`src/shared/cec_pkg.sv`:
```
// comparator event control package
package cec_pkg;
  // ------------------------------------------------
  // register map
  // ------------------------------------------------
  localparam logic [31:0] CTRL_STATUS_OFFSET = 32'h0000_0000;
  localparam logic [31:0] CMD_OFFSET = 32'h0000_0004;
  // ------------------------------------------------
  // control/status field positions
  // ------------------------------------------------
  localparam int POWER_OFF_BIT = 7;
  localparam int RESERVED_BIT = 6;
  localparam int OUTPUT_STATE_BIT = 5;
  localparam int EVENT_FLAG_BIT = 4;
  localparam int IRQ_ENABLE_BIT = 3;
  localparam int CAPTURE_ROUTE_BIT = 2;
  localparam int MODE_HI_BIT = 1;
  localparam int MODE_LO_BIT = 0;
  // command register: bit 0 set, bit 1 clear, bits 4:2 bit index
  localparam int CMD_SET_BIT = 0;
  localparam int CMD_CLR_BIT = 1;
  localparam int CMD_IDX_LO = 2;
  // ------------------------------------------------
  // reset values
  // ------------------------------------------------
  localparam logic POWER_OFF_RESET = 1'b0;
  localparam logic IRQ_ENABLE_RESET = 1'b0;
  localparam logic CAPTURE_ROUTE_RESET = 1'b0;
  localparam logic [1:0] MODE_RESET = 2'h0;
  // ------------------------------------------------
  // event modes
  // ------------------------------------------------
  localparam logic [1:0] MODE_TOGGLE = 2'h0;
  localparam logic [1:0] MODE_RESERVED = 2'h1;
  localparam logic [1:0] MODE_FALLING = 2'h2;
  localparam logic [1:0] MODE_RISING = 2'h3;
endpackage

```
`src/core/cec_comparator_event_control.sv`:
```
// comparator event control block with wishbone register slave
//
// Behaviour
// - output state reads one when positive input exceeds negative input
// - bit 5 shows live comparator output, read-only, never latched
// - bit 7 powers comparator off, writable any time
// - bit 6 is reserved and always reads zero
// - bit 4 flag sets on event matching selected mode
// - irq request only when flag, enable bit 3 and global enable
// - flag cleared by hardware when interrupt vector executes
// - writing one to flag clears it; zero leaves it
// - single-bit set/clear of other bit also clears a set flag
// - bit 2 routes comparator output to timer capture front end
// - mode bits 1:0: 00 toggle, 01 reserved, 10 falling, 11 rising
`timescale 1ns/100ps
module cec_comparator_event_control (
  // clock and reset
  input wire logic clock,
  input wire logic rst,
  // wishbone slave
  input wire logic wb_cyc_i,
  input wire logic wb_stb_i,
  input wire logic wb_we_i,
  input wire logic [31:0] wb_adr_i,
  input wire logic [3:0] wb_sel_i,
  input wire logic [31:0] wb_dat_i,
  output logic [31:0] wb_dat_o,
  output logic wb_ack_o,
  output logic wb_err_o,
  // comparator analog front end
  input wire logic comparatorRaw,
  output logic comparatorPowerOff,
  // processor side
  input wire logic globalIrqEnable,
  input wire logic vectorAck,
  output logic comparatorIrq,
  // timer capture front end
  output logic captureSource
);
  // ------------------------------------------------
  // synchronisation and edges
  // ------------------------------------------------
  logic compSync;
  logic compRise;
  logic compFall;

  cec_sync u_sync (
    .clock(clock),
    .rst(rst),
    .asyncIn(comparatorRaw),
    .syncOut(compSync),
    .riseOut(compRise),
    .fallOut(compFall)
  );

  // ------------------------------------------------
  // control bits
  // ------------------------------------------------
  logic powerOff_r;
  logic irqEnable_r;
  logic captureRoute_r;
  logic [1:0] mode_r;
  logic eventFlag_r;
  logic [7:0] statusByte;

  function automatic logic modeEvent(input logic [1:0] mode, input logic rise,
                                     input logic fall);
    logic hit;
    hit = 1'b0;
    case (mode)
      cec_pkg::MODE_TOGGLE: hit = rise | fall;
      cec_pkg::MODE_FALLING: hit = fall;
      cec_pkg::MODE_RISING: hit = rise;
      default: hit = 1'b0;
    endcase
    return hit;
  endfunction

  logic compEvent;
  assign compEvent = modeEvent(mode_r, compRise, compFall);

  // ------------------------------------------------
  // bus decode
  // ------------------------------------------------
  logic busReq;
  logic busDone;
  logic hitCtrl;
  logic hitCmd;
  logic wrCtrl;
  logic wrCmd;
  logic cmdSet;
  logic cmdClr;
  logic [2:0] cmdIdx;
  logic [7:0] cmdByte;
  logic [7:0] wrByte;

  assign busReq = wb_cyc_i & wb_stb_i & ~wb_ack_o & ~wb_err_o;
  assign hitCtrl = (wb_adr_i == cec_pkg::CTRL_STATUS_OFFSET);
  assign hitCmd = (wb_adr_i == cec_pkg::CMD_OFFSET);
  // writes commit at the edge where the master samples ack
  assign busDone = wb_cyc_i & wb_stb_i & wb_ack_o;
  assign wrCtrl = busDone & hitCtrl & wb_we_i & wb_sel_i[0];
  assign wrCmd = busDone & hitCmd & wb_we_i & wb_sel_i[0];
  assign cmdSet = wb_dat_i[cec_pkg::CMD_SET_BIT];
  assign cmdClr = wb_dat_i[cec_pkg::CMD_CLR_BIT];
  assign cmdIdx = wb_dat_i[cec_pkg::CMD_IDX_LO +: 3];

  // read-modify-write image for single-bit commands
  always_comb begin
    cmdByte = statusByte;
    if (cmdSet) begin
      cmdByte[cmdIdx] = 1'b1;
    end else if (cmdClr) begin
      cmdByte[cmdIdx] = 1'b0;
    end
  end

  logic cmdValid;
  assign cmdValid = wrCmd & (cmdSet | cmdClr);
  assign wrByte = wrCtrl ? wb_dat_i[7:0] : cmdByte;

  // ------------------------------------------------
  // control register
  // ------------------------------------------------
  always_ff @(posedge clock) begin
    if (rst) begin
      powerOff_r <= cec_pkg::POWER_OFF_RESET;
      irqEnable_r <= cec_pkg::IRQ_ENABLE_RESET;
      captureRoute_r <= cec_pkg::CAPTURE_ROUTE_RESET;
      mode_r <= cec_pkg::MODE_RESET;
    end else if (wrCtrl | cmdValid) begin
      powerOff_r <= wrByte[cec_pkg::POWER_OFF_BIT];
      irqEnable_r <= wrByte[cec_pkg::IRQ_ENABLE_BIT];
      captureRoute_r <= wrByte[cec_pkg::CAPTURE_ROUTE_BIT];
      mode_r <= {wrByte[cec_pkg::MODE_HI_BIT], wrByte[cec_pkg::MODE_LO_BIT]};
    end
  end

  // ------------------------------------------------
  // event flag
  // ------------------------------------------------
  logic flagClear;
  assign flagClear = vectorAck
    | ((wrCtrl | cmdValid) & wrByte[cec_pkg::EVENT_FLAG_BIT]);

  always_ff @(posedge clock) begin
    if (rst) begin
      eventFlag_r <= 1'b0;
    end else if (compEvent) begin
      eventFlag_r <= 1'b1;
    end else if (flagClear) begin
      eventFlag_r <= 1'b0;
    end
  end

  // ------------------------------------------------
  // status image
  // ------------------------------------------------
  always_comb begin
    statusByte = 8'h00;
    statusByte[cec_pkg::POWER_OFF_BIT] = powerOff_r;
    statusByte[cec_pkg::RESERVED_BIT] = 1'b0;
    statusByte[cec_pkg::OUTPUT_STATE_BIT] = compSync;
    statusByte[cec_pkg::EVENT_FLAG_BIT] = eventFlag_r;
    statusByte[cec_pkg::IRQ_ENABLE_BIT] = irqEnable_r;
    statusByte[cec_pkg::CAPTURE_ROUTE_BIT] = captureRoute_r;
    statusByte[cec_pkg::MODE_HI_BIT] = mode_r[1];
    statusByte[cec_pkg::MODE_LO_BIT] = mode_r[0];
  end

  // ------------------------------------------------
  // bus answer
  // ------------------------------------------------
  always_ff @(posedge clock) begin
    if (rst) begin
      wb_ack_o <= 1'b0;
      wb_err_o <= 1'b0;
      wb_dat_o <= 32'h0000_0000;
    end else begin
      wb_ack_o <= busReq & (hitCtrl | hitCmd);
      wb_err_o <= busReq & ~hitCtrl & ~hitCmd;
      if (busReq & hitCtrl & ~wb_we_i) begin
        wb_dat_o <= {24'h00_0000, statusByte};
      end else begin
        wb_dat_o <= 32'h0000_0000;
      end
    end
  end

  // ------------------------------------------------
  // outputs
  // ------------------------------------------------
  always_ff @(posedge clock) begin
    if (rst) begin
      comparatorPowerOff <= 1'b0;
      comparatorIrq <= 1'b0;
      captureSource <= 1'b0;
    end else begin
      comparatorPowerOff <= powerOff_r;
      comparatorIrq <= eventFlag_r & irqEnable_r & globalIrqEnable
        & ~flagClear;
      captureSource <= captureRoute_r & compSync;
    end
  end
endmodule // cec_comparator_event_control

```
`src/core/cec_sync.sv`:
```
// two flip-flop synchroniser with edge detection
`timescale 1ns/100ps
module cec_sync (
  // clock and reset
  input wire logic clock,
  input wire logic rst,
  // asynchronous input
  input wire logic asyncIn,
  // synchronised level and edges
  output logic syncOut,
  output logic riseOut,
  output logic fallOut
);
  logic stage1_r;
  logic stage2_r;
  logic prev_r;

  always_ff @(posedge clock) begin
    if (rst) begin
      stage1_r <= 1'b0;
      stage2_r <= 1'b0;
      prev_r <= 1'b0;
    end else begin
      stage1_r <= asyncIn;
      stage2_r <= stage1_r;
      prev_r <= stage2_r;
    end
  end

  assign syncOut = stage2_r;
  assign riseOut = stage2_r & ~prev_r;
  assign fallOut = ~stage2_r & prev_r;
endmodule // cec_sync

```
`config.mk`:
```
export PLATFORM = sky130hd
export DESIGN_NAME = cec_comparator_event_control
export DESIGN_NICKNAME = d
export VERILOG_FILES = /design/src/shared/cec_pkg.sv /design/src/core/cec_comparator_event_control.sv /design/src/core/cec_sync.sv
export SDC_FILE = /design/constraint.sdc
export NUM_CORES = 1
export LEC_CHECK = 0
export BUFFER_PORTS_ARGS = -buffer_cell sky130_fd_sc_hd__buf_2
export CAP_MARGIN = 20
export CORE_MARGIN = 2
export CORE_UTILIZATION = 38
export DETAILED_ROUTE_END_ITERATION = 12
export PLACE_DENSITY = 0.85
export SYNTH_ARGS = -nofsm -noshare
export SYNTH_HDL_FRONTEND = slang
export SYNTH_HIERARCHICAL = 1
export SYNTH_SLANG_ARGS = --single-unit
```
`constraint.sdc`:
```
create_clock -name clock -period 5.6 [get_ports clock]
set_clock_uncertainty 0.2 [all_clocks]
set_input_delay 0.84 -clock clock [delete_from_list [all_inputs] [get_ports clock]]
set_output_delay 0.84 -clock clock [all_outputs]
set_load 0.03 [all_outputs]
```
# Word level (Yosys, flattened, before mapping)
# Cells that the tools add are included.
# word_totals
reg_bits	46
in_bits	76
wordCells	75
# op_classes
n_lt_le_gt_ge	2
n_eq_ne	3
mux	8
n_bitwise	40
reduce_logical	7
# ops
cell	count
== test 32 x 3 -> 1 bit, second input constant	1
logical NOT 32 bit	1
2-to-1 mux 8 bit	3
bitwise AND 1 bit	23
NOT 1 bit	9
bitwise AND 8 bit	1
NOT 8 bit	1
OR 8 bit	1
OR 1 bit	5
== test 2 bit, second input constant	2
< comparator 3 x 4 -> 1 bit, second input constant	1
demux 1 bit (select 3 bit)	1
>= comparator 3 x 1 -> 1 bit, second input constant	1
2-to-1 mux 1 bit	3
case mux 1 bit (3 select lines)	1
nonzero test 3 bit	1
logical NOT 2 bit	1
AND reduction 2 bit	1
nonzero test 2 bit	1
OR reduction 2 bit	1
logical AND 1 bit	1

# Logic depth before layout (Yosys ltp)
# depth
depth_word	13
depth_mapped	6
ltp_nobuf	5

# Hierarchy
# The synthesis kept the hierarchy.
# by_module_without_submodules
module	n_inst	cells_each	area_each_um2	seq_area_each_um2
cec_comparator_event_control	1	123	1012.2	360.3
cec_sync	1	8	91.3	60.1

# Worst setup path after synthesis
# No wires, ideal clock.
# synth_timing
path_kind	in2reg
from	input wb_adr_i[14]
to	register comparatorIrq
setup_time_ns	0.116
arrival_ns	2.427
required_ns	5.284
path_slack_ns	2.858
cell_stages	6
path_cell_list	nor4_1 nand4_1 or4_1 buf_2 o311a_1 and3_1
# synth_between
elab_chain_cells	10
elab_cells_between_ends	15
# synth_rtl
element	line	rtl
start, declared	cec_comparator_event_control.sv:24	input wire logic [31:0] wb_adr_i,
== test 32 x 3 -> 1 bit	cec_comparator_event_control.sv:99	assign hitCmd = (wb_adr_i == cec_pkg::CMD_OFFSET);
bitwise AND 1 bit (3 in series)	cec_comparator_event_control.sv:103	assign wrCmd = busDone & hitCmd & wb_we_i & wb_sel_i[0];
bitwise AND 1 bit	cec_comparator_event_control.sv:119	assign cmdValid = wrCmd & (cmdSet | cmdClr);
OR 1 bit	cec_comparator_event_control.sv:144	| ((wrCtrl | cmdValid) & wrByte[cec_pkg::EVENT_FLAG_BIT]);
bitwise AND 1 bit (*)	cec_comparator_event_control.sv:144	
OR 1 bit (*)	cec_comparator_event_control.sv:144	
NOT 1 bit (*)	cec_comparator_event_control.sv:201	& ~flagClear;
bitwise AND 1 bit (*)	cec_comparator_event_control.sv:201	
end signal, assigned	cec_comparator_event_control.sv:200	comparatorIrq <= eventFlag_r & irqEnable_r & globalIrqEnable
end, declared	cec_comparator_event_control.sv:36	output logic comparatorIrq,
# Every way passes the cells marked *; elsewhere a longest branch is shown, timed or not.
# A chain may end at the register's enable or synchronous reset.

# Worst setup path in the final report
# Same ends and word-level chain as after synthesis.

==> results.py <==
metrics = {
    "outcome": {
        "result_of_the_run": "finished clean",
    },
    "clock_tree": {
        "cts_tree": "built",
        "clock_latency_ns": 0.29,
        "cts_root_buf": "sky130_fd_sc_hd__clkbuf_4",
        "post-cts-setup-buffer-count": 0,
        "htree_levels": 1,
        "clockBufferDepth": 2,
        "clock_sink_count": 21,
        "cts_clock_pin_slew_for_the_worst_setup_and_hold_paths_ns": 0.10,
        "postCtsHoldBufs": 0,
        "cts_buffers": 3,
        "cts-resized-gates": 0,
    },
    "sta": {
        "slew_violations": 0,
        "slew_headroom_pct": 55.4,
        "timing_worst_slew_pin_value_ns": 0.668,
        "finalCriticalPeriod_ns": 2.72,
        "timing.fmax_mhz": 368,
        "rsz0062_at_grt": "no",
        "final.setup.worst_slack_ns": 2.88,
        "period_share_pct": 48.6,
        "report.final.setup_viol": 0,
        "timing_hold_violations_final": 0,
        "fin_setup_tns_ns": 0,
    },
    "cells_and_area": {
        "drive_above_1_share_pct": 33.0,
        "num-nets-final": 265,
        "layout-area-overhead-vs-synth_pct": 21.9,
        "antenna_cells_inserted": 0,
        "post_route_utilization_pct": 48.8,
        "largest_register_ffs": 7,
        "largest_registers": "wb_dat_o (7), mode_r (2)",
        "largest_register_by_flop_count": "wb_dat_o",
        "num-fill-cells": 283,
        "finish.cell_count_without_fillers": 219,
    },
    "routing": {
        "wirelength_um": 2300,
        "route.antenna.remaining_nets": 0,
        "drt-wirelength-per-cell_um": 10.5,
        "drc": 0,
        "iteration_0_drc_markers": 16,
        "first_pass_iters": 4,
        "via_per_inst": 4.61,
        "routed-via-count": 1010,
    },
    "yosys": {
        "count_of_mapped_cells_out_of_synthesis": 131,
        "ys_seq_area_share_pct": 38.1,
        "synth_adder_area_share_pct": 0,
        "synth.area.mux_share_pct": 0.907,
        "mappedNetlistArea_um2": 1100,
        "postSynthRegisterBits": 21,
        "yosys_warn_count": 6,
        "synthesized_area_fraction_occupied_by_ao_oa_aoi_and_oai_cells_pct": 15.4,
        "xor_and_xnor_fraction_of_the_mapped_netlist_area_pct": 0,
        "synth_largest_type_area_fraction_pct": 38.1,
        "synth_cell_types": 33,
        "netlist.top_cell.by_area": "sky130_fd_sc_hd__dfxtp_1",
        "post_synth_and_or_nand_nor_area_fraction_pct": 24.7,
        "yosys-top-cells-area": "sky130_fd_sc_hd__dfxtp_1 38%, sky130_fd_sc_hd__buf_4 17%, sky130_fd_sc_hd__a21oi_1 4.5%",
        "synth_top_family_by_area": "simple AND/OR/NAND/NOR gates",
        "avgSynthCellArea_um2": 8.42,
    },
    "floorplanning": {
        "top_level_ports": 113,
        "die_y_um": 57.9,
        "core.rowCount": 19,
        "die-width_um": 57.9,
        "initial_core_util_pct": 40.0,
        "dieArea_um2": 3350,
        "floorplan_core_area_um2": 2760,
    },
    "power": {
        "post-layout-total-power_w": 0.000275,
        "leakagePower_nw": 0.671,
        "power_dens_cells_nw_per_um2": 204,
        "ir_drop_mv": 0.139,
    },
    "critical_path": {
        "worstSetupPathType": "primary input to flip-flop",
        "path_cells": "buf_2 > nor4_1 > nand4_1 > or4_1 > o311a_1 > and3_1",
        "launch_point_of_the_worst_path": "wb_adr_i[14]",
        "required_ns": 5.59,
        "path_max_fanout": 8,
        "count_of_cells_along_the_worst_register_to_register_path": 4,
        "reg2reg_slack_ns": 3.46,
        "setup.worst_path.start_class": "primary input",
        "worst_ep_arrival_time_ns": 2.71,
        "slowest_cell_on_the_critical_path": "sky130_fd_sc_hd__or4_1",
        "critPathMaxStageDelay_ns": 0.71,
        "rr_endpoint": "wb_dat_o[2]$_SDFF_PP0_",
        "critical_path.endpoint_type": "flip-flop",
        "critical_path.reg2reg.startpoint": "wb_ack_o$_SDFF_PP0_",
    },
    "flow_run": {
        "max-cap-violations": 0,
    },
    "placed_design": {
        "globalplace.congestion": 0.859,
        "dp.final_hpwl_um": 1910,
        "port_buffers": 58,
        "preCtsSetupSlack_ns": 2.56,
        "dpl.cell_count": 215,
    },
    "global_routing": {
        "antenna_found_initial": 0,
        "overflow": 0,
        "first_global_vias": 890,
        "grt_pass1_wl_um": 3690,
        "grt_max_degree": 12,
        "grtUsageTotal_pct": 13.9,
    },
    "hold_path": {
        "hold_path_startpoint": "u_sync/stage1_r$_SDFF_PP0_",
        "whs_path_depth": 1,
        "min_to": "u_sync/syncOut$_SDFF_PP0_",
        "worst_hold_path_class": "flip-flop to flip-flop",
    },
}
## metal layers
| layer | up-vias | GRT usage [%] | routed length (um) |
|---|---|---|---|
| li1 | 527 | - | - |
| met1 | 441 | 16.2 | 929 |
| met2 | 40 | 25.0 | 1190 |
| met3 | 2 | 2.68 | 176 |
| met4 | 0 | 5.32 | 6 |
| met5 | - | 0 | 0 |
## worst max-delay path: cells and delay by family
family	cells	cell delay, ns
and+or+nand+nor	4	1.35
AOI/OAI and AO/OA	1	0.42
buffers and inverters	1	0.09
## final cells by class
cell class,instances,area (um^2),share of cell area (%)
Inverter,6,22.5,1.67
Clock buffer,4,26.3,1.95
Multi-Input combinational cell,99,547,40.7
Timing Repair Buffer,58,290,21.6
Tap cell,31,38.8,2.88
Sequential cell,21,420,31.3
## synthesized netlist by cell type (all sizes together)
library cell,instances
o311a,1
nor2,7
nand4,2
o31ai,1
o22ai,2
o31a,1
o32ai,1
buf,26
a211o,1
nand2,3
o221a,1
a21o,1
a21oi,10
o211ai,1
o21bai,1
a2111o,1
nor3b,3
nor2b,6
conb,1
o311ai,1
and2,7
nand3b,1
mux2i,1
nor4,7
or4,2
dfxtp,21
o21ai,2
clkbuf,3
nor3,4
nand3,4
and3,2
inv,6
## report_power, final
part | internal, W | total, W | switching (W)
combinational | 0.0000171 | 0.0000551 | 0.0000380
clock | 0.0000277 | 0.0000679 | 0.0000403
sequential | 0.000151 | 0.000152 | 0.000000724
## worst max-delay path by stage
stage	endpoint	cells past startpoint	slack, ns
final	comparatorIrq$_SDFF_PP0_	6	2.88
after global routing	comparatorIrq$_SDFF_PP0_	6	2.72
after CTS	comparatorIrq$_SDFF_PP0_	6	2.88
after detailed placement	comparatorIrq$_SDFF_PP0_	6	2.56
after global placement	comparatorIrq$_SDFF_PP0_	6	2.56
after floorplan	comparatorIrq$_SDFF_PP0_	6	2.86
## through the flow
step	area, um^2	hold WS, ns
after floorplan	1190	0.214
after global placement	1320	0.221
after detailed placement	1320	0.226
after CTS	1350	0.251
after global routing	1350	0.279
final	1350	0.247
## placed cells by master (no fill, tap or decap), types with 3 or more instances in the layout
cell,n
sky130_fd_sc_hd__buf_2,58
sky130_fd_sc_hd__conb_1,25
sky130_fd_sc_hd__dfxtp_1,21
sky130_fd_sc_hd__a21oi_1,10
sky130_fd_sc_hd__nor4_1,7
sky130_fd_sc_hd__nor2_1,7
sky130_fd_sc_hd__and2_1,7
sky130_fd_sc_hd__inv_1,6
sky130_fd_sc_hd__nor2b_1,6
sky130_fd_sc_hd__nor3_1,4
sky130_fd_sc_hd__nand3_1,4
sky130_fd_sc_hd__nand2_1,3
sky130_fd_sc_hd__nor3b_1,3
sky130_fd_sc_hd__clkbuf_4,3
## logic make-up after synthesis
kind of cell | after synthesis
compound gates | 25
buf+inv | 35
flops | 21
mux | 1
other cells | 1
simple gates | 48
Note: power is estimated with default switching activity, not from simulation.
